$ cat src/rtl/iaep_defines.vh
`ifndef IAEP_DEFINES_VH
`define IAEP_DEFINES_VH

// ---------------------------------------------------------------
// Register map
// ---------------------------------------------------------------
`define IAEP_ADDR_W 4
`define IAEP_DATA_W 32
`define IAEP_REG_ARM 4'h0
`define IAEP_REG_ENABLE 4'h1
`define IAEP_REG_PEND_CLR 4'h2
`define IAEP_REG_LEVEL 4'h3
`define IAEP_REG_POLARITY 4'h4
`define IAEP_REG_DIST_EN 4'h5
`define IAEP_REG_REQUEST 4'h6
`define IAEP_REG_PENDING 4'h7
`define IAEP_REG_STATUS 4'h8
`define IAEP_REG_DIST_SEL0 4'h9
`define IAEP_REG_DIST_SEL1 4'hA
`define IAEP_REG_RAW 4'hB

// ---------------------------------------------------------------
// Line counts and fields
// ---------------------------------------------------------------
`define IAEP_NUM_EXT 12
`define IAEP_NUM_CHAIN 8
`define IAEP_NUM_LINES 20
`define IAEP_LINE_W 5
`define IAEP_CHAIN_SEL_W 3
`define IAEP_STAT_VALID_BIT 8

// ---------------------------------------------------------------
// Timing
// ---------------------------------------------------------------
`define IAEP_CLK_HZ 20000000
`define IAEP_MIN_HOLD_NS 1500

`endif

$ cat src/rtl/iaep_recognizer.v
`timescale 1ns/1ps
`include "iaep_defines.vh"

module iaep_recognizer #(
   parameter N = `IAEP_NUM_LINES
) (
   // Clock and reset
   input wire clock,
   input wire rstn,
   // Synchronized line levels and configuration
   input wire [N-1:0] line_in,
   input wire [N-1:0] level_mode,
   input wire [N-1:0] active_high,
   // Recognized requests, one cycle per event in edge mode
   output wire [N-1:0] req_pulse
);

   reg [N-1:0] active_prev_q;
   wire [N-1:0] active;

   // Polarity folds into one active term: rising/high vs falling/low.
   assign active = ~(line_in ^ active_high);

   always @(posedge clock or negedge rstn) begin
      if (!rstn) begin
         active_prev_q <= {N{1'b0}};
      end else begin
         active_prev_q <= active;
      end
   end

   // Edge mode fires once per inactive-to-active change; level mode requests while active.
   assign req_pulse = (level_mode & active) | (~level_mode & active & ~active_prev_q);

endmodule

$ cat src/rtl/iaep_priority.v
`timescale 1ns/1ps
`include "iaep_defines.vh"

module iaep_priority #(
   parameter N = `IAEP_NUM_LINES,
   parameter W = `IAEP_LINE_W
) (
   // Candidate requests
   input wire [N-1:0] cand,
   // Winner
   output reg found,
   output reg [W-1:0] index
);

   integer i;

   always @* begin
      found = 1'b0;
      index = {W{1'b0}};
      for (i = N - 1; i >= 0; i = i - 1) begin
         if (cand[i]) begin
            found = 1'b1;
            index = i[W-1:0];
         end
      end
   end

endmodule

$ cat src/rtl/iaep_top.v
// Decided for this implementation: the address-and-strobe port and the register offsets.
`timescale 1ns/1ps
`include "iaep_defines.vh"

module iaep_top #(
   parameter NUM_EXT = `IAEP_NUM_EXT,
   parameter NUM_CHAIN = `IAEP_NUM_CHAIN
) (
   // Clock and reset
   input wire clock,
   input wire rstn,
   // Register port
   input wire [`IAEP_ADDR_W-1:0] reg_addr,
   input wire [`IAEP_DATA_W-1:0] reg_wdata,
   input wire reg_wr,
   input wire reg_rd,
   output reg [`IAEP_DATA_W-1:0] reg_rdata,
   // External interrupt inputs
   input wire [NUM_EXT-1:0] ext_irq_in,
   // Chain interrupt lines, input from peers and output toward peers
   input wire [NUM_CHAIN-1:0] chain_shared_interrupt_in,
   output reg [NUM_CHAIN-1:0] chain_shared_interrupt_out,
   output reg [NUM_CHAIN-1:0] chain_shared_interrupt_oe,
   // Host interrupt request
   output reg host_irq,
   output reg [`IAEP_LINE_W-1:0] host_irq_line
);

   localparam N = NUM_EXT + NUM_CHAIN;

   // ---------------------------------------------------------------
   // Input synchronizers
   // ---------------------------------------------------------------
   reg [NUM_EXT-1:0] ext_s1_q;
   reg [NUM_EXT-1:0] ext_s2_q;
   reg [NUM_CHAIN-1:0] chn_s1_q;
   reg [NUM_CHAIN-1:0] chn_s2_q;

   always @(posedge clock or negedge rstn) begin
      if (!rstn) begin
         ext_s1_q <= {NUM_EXT{1'b0}};
         ext_s2_q <= {NUM_EXT{1'b0}};
         chn_s1_q <= {NUM_CHAIN{1'b0}};
         chn_s2_q <= {NUM_CHAIN{1'b0}};
      end else begin
         ext_s1_q <= ext_irq_in;
         ext_s2_q <= ext_s1_q;
         chn_s1_q <= chain_shared_interrupt_in;
         chn_s2_q <= chn_s1_q;
      end
   end

   // ---------------------------------------------------------------
   // Configuration and state registers
   // ---------------------------------------------------------------
   reg [N-1:0] arm_q;
   reg [N-1:0] enable_q;
   reg [N-1:0] level_q;
   reg [N-1:0] polarity_q;
   reg [NUM_EXT-1:0] dist_en_q;
   reg [NUM_EXT*`IAEP_CHAIN_SEL_W-1:0] dist_sel_q;
   reg [N-1:0] request_q;
   reg [N-1:0] request_d;
   reg [N-1:0] pending_q;
   reg [N-1:0] pending_d;
   reg [NUM_CHAIN-1:0] chain_out_d;
   reg [NUM_CHAIN-1:0] chain_oe_d;

   wire [N-1:0] line_level;
   wire [N-1:0] req_pulse;
   wire [N-1:0] cand;
   wire grant_found;
   wire [`IAEP_LINE_W-1:0] grant_idx;
   wire wr_arm;
   wire wr_enable;
   wire wr_pclr;

   assign line_level = {chn_s2_q, ext_s2_q};

   function [N-1:0] low_bits;
      input [`IAEP_DATA_W-1:0] d;
      begin
         low_bits = d[N-1:0];
      end
   endfunction

   function [`IAEP_DATA_W-1:0] rd_pad;
      input [N-1:0] v;
      begin
         rd_pad = {{(`IAEP_DATA_W-N){1'b0}}, v};
      end
   endfunction

   function [`IAEP_CHAIN_SEL_W-1:0] sel_of;
      input [NUM_EXT*`IAEP_CHAIN_SEL_W-1:0] s;
      input integer k;
      begin
         sel_of = s[k*`IAEP_CHAIN_SEL_W +: `IAEP_CHAIN_SEL_W];
      end
   endfunction

   assign wr_arm = reg_wr && (reg_addr == `IAEP_REG_ARM);
   assign wr_enable = reg_wr && (reg_addr == `IAEP_REG_ENABLE);
   assign wr_pclr = reg_wr && (reg_addr == `IAEP_REG_PEND_CLR);

   // ---------------------------------------------------------------
   // Request recognition and priority
   // ---------------------------------------------------------------
   iaep_recognizer #(
      .N(N)
   ) u_rec (
      .clock(clock),
      .rstn(rstn),
      .line_in(line_level),
      .level_mode(level_q),
      .active_high(polarity_q),
      .req_pulse(req_pulse)
   );

   // Only armed, enabled lines with a held request and no pending service compete.
   assign cand = request_q & arm_q & enable_q & ~pending_q;

   iaep_priority #(
      .N(N),
      .W(`IAEP_LINE_W)
   ) u_pri (
      .cand(cand),
      .found(grant_found),
      .index(grant_idx)
   );

   // ---------------------------------------------------------------
   // Request and pending update
   // ---------------------------------------------------------------
   integer j;

   always @* begin
      request_d = (request_q | req_pulse) & arm_q;
      pending_d = pending_q;
      if (wr_pclr) begin
         pending_d = pending_q & ~low_bits(reg_wdata);
      end
      // A single grant per cycle; a fresh delivery wins over a same-cycle clear.
      // A request recognized in the grant cycle itself is kept, so no event is lost.
      if (grant_found && !host_irq) begin
         request_d[grant_idx] = req_pulse[grant_idx] & arm_q[grant_idx];
         pending_d[grant_idx] = 1'b1;
      end
      // An arm write that clears a bit takes effect on the next cycle's request.
      if (wr_arm) begin
         request_d = request_d & low_bits(reg_wdata);
      end
   end

   // ---------------------------------------------------------------
   // Chain distribution
   // ---------------------------------------------------------------
   always @* begin
      chain_out_d = {NUM_CHAIN{1'b0}};
      chain_oe_d = {NUM_CHAIN{1'b0}};
      for (j = 0; j < NUM_EXT; j = j + 1) begin
         if (dist_en_q[j]) begin
            // Raw line level feeds the chain, without the local arm and enable gating.
            chain_oe_d[sel_of(dist_sel_q, j)] = 1'b1;
            chain_out_d[sel_of(dist_sel_q, j)] = chain_out_d[sel_of(dist_sel_q, j)] | ext_s2_q[j];
         end
      end
   end

   // ---------------------------------------------------------------
   // Sequential state
   // ---------------------------------------------------------------
   always @(posedge clock or negedge rstn) begin
      if (!rstn) begin
         arm_q <= {N{1'b0}};
         enable_q <= {N{1'b0}};
         level_q <= {N{1'b0}};
         polarity_q <= {N{1'b1}};
         dist_en_q <= {NUM_EXT{1'b0}};
         dist_sel_q <= {(NUM_EXT*`IAEP_CHAIN_SEL_W){1'b0}};
         request_q <= {N{1'b0}};
         pending_q <= {N{1'b0}};
         host_irq <= 1'b0;
         host_irq_line <= {`IAEP_LINE_W{1'b0}};
         chain_shared_interrupt_out <= {NUM_CHAIN{1'b0}};
         chain_shared_interrupt_oe <= {NUM_CHAIN{1'b0}};
      end else begin
         if (wr_arm) begin
            arm_q <= low_bits(reg_wdata);
         end
         if (wr_enable) begin
            enable_q <= low_bits(reg_wdata);
         end
         if (reg_wr && (reg_addr == `IAEP_REG_LEVEL)) begin
            level_q <= low_bits(reg_wdata);
         end
         if (reg_wr && (reg_addr == `IAEP_REG_POLARITY)) begin
            polarity_q <= low_bits(reg_wdata);
         end
         if (reg_wr && (reg_addr == `IAEP_REG_DIST_EN)) begin
            dist_en_q <= reg_wdata[NUM_EXT-1:0];
         end
         if (reg_wr && (reg_addr == `IAEP_REG_DIST_SEL0)) begin
            dist_sel_q[NUM_EXT*`IAEP_CHAIN_SEL_W/2-1:0] <= reg_wdata[NUM_EXT*`IAEP_CHAIN_SEL_W/2-1:0];
         end
         if (reg_wr && (reg_addr == `IAEP_REG_DIST_SEL1)) begin
            dist_sel_q[NUM_EXT*`IAEP_CHAIN_SEL_W-1:NUM_EXT*`IAEP_CHAIN_SEL_W/2] <=
               reg_wdata[NUM_EXT*`IAEP_CHAIN_SEL_W/2-1:0];
         end
         request_q <= request_d;
         pending_q <= pending_d;
         // One-cycle delivery pulse to the host, then a gap cycle before the next grant.
         host_irq <= grant_found && !host_irq;
         if (grant_found && !host_irq) begin
            host_irq_line <= grant_idx;
         end
         chain_shared_interrupt_out <= chain_out_d;
         chain_shared_interrupt_oe <= chain_oe_d;
      end
   end

   // ---------------------------------------------------------------
   // Read port
   // ---------------------------------------------------------------
   always @(posedge clock or negedge rstn) begin
      if (!rstn) begin
         reg_rdata <= {`IAEP_DATA_W{1'b0}};
      end else if (reg_rd) begin
         case (reg_addr)
            `IAEP_REG_ARM: reg_rdata <= rd_pad(arm_q);
            `IAEP_REG_ENABLE: reg_rdata <= rd_pad(enable_q);
            `IAEP_REG_PEND_CLR: reg_rdata <= rd_pad(pending_q);
            `IAEP_REG_LEVEL: reg_rdata <= rd_pad(level_q);
            `IAEP_REG_POLARITY: reg_rdata <= rd_pad(polarity_q);
            `IAEP_REG_DIST_EN: reg_rdata <= {{(`IAEP_DATA_W-NUM_EXT){1'b0}}, dist_en_q};
            `IAEP_REG_REQUEST: reg_rdata <= rd_pad(request_q);
            `IAEP_REG_PENDING: reg_rdata <= rd_pad(pending_q);
            `IAEP_REG_STATUS: begin
               reg_rdata <= {{(`IAEP_DATA_W-`IAEP_STAT_VALID_BIT-1){1'b0}}, grant_found,
                  {(`IAEP_STAT_VALID_BIT-`IAEP_LINE_W){1'b0}}, grant_idx};
            end
            `IAEP_REG_DIST_SEL0: begin
               reg_rdata <= {{(`IAEP_DATA_W-NUM_EXT*`IAEP_CHAIN_SEL_W/2){1'b0}},
                  dist_sel_q[NUM_EXT*`IAEP_CHAIN_SEL_W/2-1:0]};
            end
            `IAEP_REG_DIST_SEL1: begin
               reg_rdata <= {{(`IAEP_DATA_W-NUM_EXT*`IAEP_CHAIN_SEL_W/2){1'b0}},
                  dist_sel_q[NUM_EXT*`IAEP_CHAIN_SEL_W-1:NUM_EXT*`IAEP_CHAIN_SEL_W/2]};
            end
            `IAEP_REG_RAW: reg_rdata <= rd_pad(line_level);
            default: reg_rdata <= {`IAEP_DATA_W{1'b0}};
         endcase
      end else begin
         reg_rdata <= {`IAEP_DATA_W{1'b0}};
      end
   end

endmodule

$ cat config.mk
export PLATFORM = sky130hd
export DESIGN_NAME = iaep_top
export DESIGN_NICKNAME = d
export VERILOG_FILES = /design/src/rtl/iaep_recognizer.v /design/src/rtl/iaep_priority.v /design/src/rtl/iaep_top.v
export VERILOG_INCLUDE_DIRS = /design/src /design/src/rtl
export SDC_FILE = /design/constraint.sdc
export NUM_CORES = 1
export LEC_CHECK = 0
export BUFFER_PORTS_ARGS = -buffer_cell sky130_fd_sc_hd__buf_2
export CORE_ASPECT_RATIO = 1.4
export CORE_MARGIN = 3
export CORE_UTILIZATION = 55
export CTS_CLUSTER_DIAMETER = 80
export DETAILED_ROUTE_END_ITERATION = 8
export PLACE_DENSITY_LB_ADDON = 0.2
export SLEW_MARGIN = 20
export SYNTH_ARGS = -nofsm -noshare
export SYNTH_HDL_FRONTEND = slang
export SYNTH_HIERARCHICAL = 1
export SYNTH_SLANG_ARGS = --single-unit
$ cat constraint.sdc
create_clock -name clock -period 3.87 [get_ports clock]
set_input_delay 0.5805 -clock clock [delete_from_list [all_inputs] [get_ports clock]]
set_output_delay 0.5805 -clock clock [all_outputs]
set_load 0.1 [all_outputs]
* Word level (Yosys, flattened, before mapping)
Memory sizes are Yosys's and may differ from the RTL's.
Cells that the tools add are included.
** Storage, ports and cells
- Bits in registers :: 282
- Bits in read-only memories :: 8
- Input bits :: 60
- Output and inout bits :: 54
- Word-level logic and storage cells :: 260
- Memories kept :: 1
** Memory list
- (no name shown) :: depth 8, bits a word 1, read ports 1, clocked after memory_dff 0, wr ports 0, line iaep_top.v:165 : chain_out_d[sel_of(dist_sel_q, j)] = chain_out_d[sel_of(dist_sel_q, j)] | ext_s2_q[j];
** Operators by class
- Order comparisons :: 26
- Eq/ne operators :: 11
- Mux-type cells :: 135
- Bitwise gates (word level) :: 43
- Reduce and logical (&&, ||, !) cells :: 25
** Operators by type and width (number)
- one-hot mux 20 bit (11 select lines) :: 1
- two-way mux 8 bit :: 24
- AND 20 bit :: 9
- two-way mux 5 bit :: 20
- NOT 20 bit :: 5
- bitwise mux 8 bit :: 11
- bitwise OR 8 bit :: 11
- two-way mux 20 bit :: 4
- bitwise OR 20 bit :: 3
- < comparator 3 x 4 -> 1 bit, second input constant :: 12
- two-way mux 1 bit :: 47
- demux 1 bit (select 3 bit) :: 12
- greater-or-equal comparator 3 x 1 -> 1 bit, second input constant :: 12
- binary-select mux 1 bit (select 3 bit) :: 11
- two-way mux 32 bit :: 1
- logical AND 1 bit :: 22
- bitwise mux 20 bit :: 1
- XOR 20 bit :: 1
- equality test 4 x 3 -> 1 bit, second input constant :: 4
- equality test 4 bit, second input constant :: 4
- bitwise OR 1 bit :: 12
- binary-select mux 1 bit (select 5 bit) :: 2
- AND 8 bit :: 1
- equality test 4 x 2 -> 1 bit, second input constant :: 2
- other kinds (8) :: 8

* Depth between registers and ports, before layout
- Depth in word-level cells :: 61
- Mapped depth :: 15
- Mapped depth without buffers :: 13

* Modules after synthesis
Netlist, hierarchy kept.
** By module, submodules not included
- iaep_top :: times used 1, cells each 1324, area an instance 13553.0 µm², sequential area each 6281.0 µm²
- iaep_recognizer :: times used 1, cells each 80, area an instance 900.9 µm², sequential area each 500.5 µm²
- iaep_priority :: times used 1, cells each 39, area an instance 231.5 µm², sequential area each 0.0 µm²

* Worst setup path after synthesis
OpenSTA, ideal clock, no wires.
- Path kind :: register to register
- Start :: reg dist_sel_q[5]
- End :: reg chain_shared_interrupt_out[2]
- Library setup time :: 0.133 ns
- Data arrival time :: 3.701 ns
- Data required time :: 3.737 ns
- Slack :: 0.036 ns
- Stages on the path, launching flop included :: 16
- Buffers on the path :: 2
- Clock period less this slack :: 3.834 ns
- Cells stage by stage :: dfrtp_1 -> buf_4 -> and4b_4 -> o2bb2ai_1 -> a32o_1 -> or2_1 -> a32o_1 -> o31ai_1 -> nand3_1 -> o311ai_2 -> buf_6 -> o2111ai_1 -> a41o_1 -> or3b_1 -> a41oi_2 -> o211ai_1
** On the way
- Cells in the longest elaborated chain, start to end :: 56
- Elaborated cells on any way between the ends :: 60
- Those cells by class :: order compare: 2; mux: 46; bitwise: 11; reduce/logical: 1
** RTL lines
- from (decl) :: line iaep_top.v:61 : reg [NUM_EXT*`IAEP_CHAIN_SEL_W-1:0] dist_sel_q;
- from (signal assigned) :: line iaep_top.v:180 : dist_sel_q <= {(NUM_EXT*`IAEP_CHAIN_SEL_W){1'b0}};
- from (signal, indexed assignment) :: line iaep_top.v:204 : dist_sel_q[NUM_EXT*`IAEP_CHAIN_SEL_W/2-1:0] <= reg_wdata[NUM_EXT*`IAEP_CHAIN_SEL_W/2-1:0];
- from (signal, indexed assignment) :: line iaep_top.v:207 : dist_sel_q[NUM_EXT*`IAEP_CHAIN_SEL_W-1:NUM_EXT*`IAEP_CHAIN_SEL_W/2] <=
- < comparator 3 x 4 -> 1 bit (implied by the code) / greater-or-equal comparator 3 x 1 -> 1 bit (equally long branches) :: line iaep_top.v:165
- logical AND 1 bit (implied by the code) :: line iaep_top.v:165
- two-way mux 1 bit (implied by the code) :: line iaep_top.v:165
- demux 1 bit (select 3 bit) :: line iaep_top.v:165
- bitwise mux 8 bit (*) :: line iaep_top.v:165
- two-way mux 8 bit (*) :: line iaep_top.v:162 : if (dist_en_q[j]) begin
- binary-select mux 1 bit (select 3 bit) :: line iaep_top.v:165
- two-way mux 1 bit (implied by the code) :: line iaep_top.v:165
- [41 not listed]
- bitwise mux 8 bit :: line iaep_top.v:165
- two-way mux 8 bit (*) :: line iaep_top.v:162
- binary-select mux 1 bit (select 3 bit) :: line iaep_top.v:165
- two-way mux 1 bit (implied by the code) :: line iaep_top.v:165
- bitwise OR 1 bit :: line iaep_top.v:165
- bitwise mux 8 bit :: line iaep_top.v:165
- two-way mux 8 bit (*) :: line iaep_top.v:162
- named net chain_out_d[2] :: line iaep_top.v:66 : reg [NUM_CHAIN-1:0] chain_out_d;
- to (signal assigned) :: line iaep_top.v:185 : chain_shared_interrupt_out <= {NUM_CHAIN{1'b0}};
- to (signal assigned) :: line iaep_top.v:217 : chain_shared_interrupt_out <= chain_out_d;
- to (decl) :: line iaep_top.v:22 : output reg [NUM_CHAIN-1:0] chain_shared_interrupt_out,
Mark *: on every way through the listed nets, which the timed path passes. The rest lies on a longest branch. The select of a mux whose other input is x is not followed.
A chain may end at the register's enable or synchronous reset.

* Worst setup path after layout
- Start :: reg dist_sel_q[4]
- End :: reg chain_shared_interrupt_out[4]
Same word-level chain as after synthesis.

==> summary.txt <==
Least-Margin Pin Slew - 1170 ps
number of global-route vias before repair - 13800
share of synthesized cell area in full adder, half adder and majority cells - 0
cell repeated most along the worst path - buf_4
switching fraction of total power - 0.416
area growth from synthesis to layout - 22.2%
Sequential Power Share - 0.364
first-pass GRT wire length - 82800 um
count of unique library cells instantiated by Yosys - 91
number of vias after detailed routing - 13600
total routing usage reported by global routing - 0.387
largest net degree at the start of global routing - 111
overall die area - 28700 um2
GR Util met2 - 0.648
FFs w/ async S/R, synth - 1.00
clock slew at reported path FFs - 60 ps
total net switching power - 4770 uW
Final Max Tran Viols - 0
Simple-Gate Fraction of Synth Area - 0.174
core region area - 26200 um2
Setup CP Type - reg -> reg
number of inserted filler cells in the final layout - 1980
share of post-route cells with drive strength above 1 - 0.347
mean instance size in the synthesized netlist - 10.2 um2
Power Density - 640 nW/um2
root buf cell - clkbuf_16
die width - 144 um
worst-case register-to-register setup slack - -140 ps
count of clock tree sinks - 270
routing layer with the top usage in global route - met2
number of endpoints with negative hold slack in the final report - 0
most frequent cells in the layout - dfrtp_1, nand2_1, buf_4
starting density of the core - 0.561
Worst Path Buf+Inv - 4
multi-input logic area - 7770 um2
Crit path max-delay family - compound AO/OA/AOI/OAI gates
clock network latency to the later pin of the worst-skew pair - 550 ps
total number of yosys warnings - 6
area share of xor/xnor cells in the synthesized design - 0.0173
Routed WL - 55900 um
floorplan row count - 70
number of max-capacitance violations reported - 0
area after detailed placement - 16400 um2
Worst Path Required - 4330 ps
storage element area - 6790 um2
maximum operating frequency - 250 MHz
post-detail-place hpwl - 40000 um
largest clock skew in the final design - 22.0 ps
number of iterations in the first detailed-routing pass - 6
setup repair after global routing missed its margin - true
total congestion overflow after global routing - 0
net total in the final layout - 1706
violated checks - negative setup slack
Hold Path Class - in -> async
die height - 199 um
Worst path max stage delay - 470 ps
average wire length per cell after detail routing - 28.1 um
PortBufs - 89
Critical Path, Cell by Cell - buf_6 -> nor4bb_4 -> o2111ai_2 -> a211oi_4 -> a22oi_2 -> nor4_4 -> buf_4 -> o31ai_4 -> buf_4 -> a32oi_1 -> buf_4 -> o32ai_4 -> a221oi_4 -> o221ai_2 -> o21ai_2 -> a211oi_1 -> o211ai_1
Setup crit end kind - flop
CTS buffer count - 26
max_slew headroom - 0.220
met1 Use GR - 0.435
largest fanout on the critical path - 6
post-route design area - 17900 um2
clock tree from TritonCTS - done
Yosys reg bits - 270
Netlist Area Pre-Place - 14700 um2
VDD IR max - 0.457 mV
maximum level of the CTS H-tree - 1
final hold slack - 82.0 ps
final cycle utilization of the critical path - 1.04
power share of the combinational group - 0.415
clock power share - 0.222
largest family of logic cells by synthesized area - compound AO/OA/AOI/OAI gates
slowest stage cell on the critical path - dfrtp_2
initial antenna violation count - 0
clock period minus worst slack - 4010 ps
Final TNS setup - -589 ps
static power due to leakage - 0.00792 uW
GPL Wtd Cong - 1.02
Final setup viols - 6
data arrival time of the critical path - 4470 ps
number of enable-type register cells in the synthesized netlist - 0
cell count after synthesis - 1443
Bufs on Longest Clock Path - 3
fraction of the mapped netlist area in compound gates - 0.184
Antenna Violating Nets Remaining - 0
I/O pin total - 114
Critical Path Start Type - flop
Global Route met3 Usage - 0.0716
hold-fix buffers at CTS - 0
status - complete, but fails checks
sequential share of the synthesized area - 0.462
routed via count divided by cell count - 6.83
final setup margin - -137 ps
most common cell after layout, fill and taps aside - dfrtp_1
internal power contribution - 6710 uW
drt initial violations - 1320
dominant synthesized flop cell - dfrtp_1
share of synthesized area spent on multiplexers - 0.118
total DRC errors in the routed layout - 0
-- cells by family after synthesis --
logic type,after synthesis
and+or+nand+nor,497
AOI/OAI and AO/OA,347
other,1
muxes,144
xor gates and xnor gates,29
buffers and inverters,155
DFF,270
-- sequential cells by signal, indices dropped and copies added, names as in the netlist --
register / cells
host_irq: 1
polarity_q: 20
ext_s1_q: 12
level_q: 20
chn_s1_q: 8
u_rec/active_prev_q: 20
ext_s2_q: 12
dist_sel_q: 36
dist_en_q: 12
chain_shared_interrupt_out: 8
reg_rdata: 20
host_irq_line: 5
enable_q: 20
pending_q: 20
request_q: 20
chain_shared_interrupt_oe: 8
chn_s2_q: 8
arm_q: 20
-- cells in the mapped netlist (10+ instances only) --
cell type | number | share of area
dfrtp_1 | 250 | 0.43
nand2_1 | 201 | 0.051
mux2_2 | 129 | 0.099
clkbuf_1 | 87 | 0.022
nor2_1 | 67 | 0.017
inv_1 | 45 | 0.012
o21ai_0 | 43 | 0.015
a21oi_1 | 35 | 0.012
a31oi_1 | 34 | 0.014
nand3_1 | 34 | 0.012
a221oi_1 | 33 | 0.020
a22o_1 | 32 | 0.019
nor3_1 | 29 | 0.0099
xnor2_1 | 23 | 0.014
and4b_1 | 22 | 0.015
nand4_1 | 22 | 0.0094
nand2b_1 | 21 | 0.0089
a21boi_1 | 20 | 0.010
dfstp_2 | 20 | 0.036
o221a_2 | 20 | 0.015
nor2b_1 | 19 | 0.0081
buf_4 | 17 | 0.0087
a222oi_1 | 14 | 0.0095
and3_1 | 14 | 0.0060
nor4_1 | 14 | 0.0060
o211ai_1 | 14 | 0.0072
a211oi_1 | 11 | 0.0056
a22oi_1 | 10 | 0.0051
mux4_2 | 10 | 0.015
-- power by group through the flow --
stage	registers (uW)	clock network, uW	logic, uW
after floorplan	4730	0	2160
after global placement	4150	0	4310
after detailed placement	4180	0	4350
after CTS	4140	2580	4530
after global routing	4250	2690	5000
final	4180	2540	4760
-- stage by stage --
| step | setup slack (ps) | cells | util | power (uW) |
|---|---|---|---|---|
| 4_1_cts | -65.0 | 1972 | 0.673 | 11300 |
| 5_1_grt | -376 | 1989 | 0.685 | 11900 |
| 3_5_place_dp | -396 | 1917 | 0.626 | 8520 |
| 6_report | -137 | 1990 | 0.685 | 11500 |
| 2_1_floorplan | 36.1 | 1454 | - | 6880 |
| 3_3_place_gp | -370 | 1917 | 0.626 | 8460 |
-- path summary, 6_finish.rpt --
path	end	from	cells past startpoint
setup / recovery	chain_shared_interrupt_out[4]	dist_sel_q[4]	17
hold / removal	dist_sel_q[2]	rstn	1
setup reg to reg	chain_shared_interrupt_out[4]	dist_sel_q[4]	17
hold reg to reg	chn_s2_q[5]	chn_s1_q[5]	0
max in group asynchronous	polarity_q[12]	rstn	2
min in group clock	ext_s1_q[8]	ext_irq_in[8]	1
-- repair_timing --
| action | CTS | global route |
|---|---|---|
| buffers inserted | 9 | 18 |
| pin swaps | 38 | 37 |
| setup endpoints to repair | 8 | 7 |
| resized for setup | 56 | 29 |
-- metal layers --
metal  vias to the layer above  share of wire
met5                         -              0
met4                         0          0.091
met3                       293          0.078
met2                       821           0.49
met1                      6695           0.34
li1                       5791              -
-- layout make-up --
type | instances | share of cell area
antenna | 1 | 0.000139
clock buffer | 43 | 0.0443
clock inverter | 4 | 0.00293
inverter | 45 | 0.00941
multi-input combinational | 1029 | 0.433
sequential | 270 | 0.378
tap | 324 | 0.0226
timing repair buffer | 274 | 0.109
(Power assumes the default switching activity.)
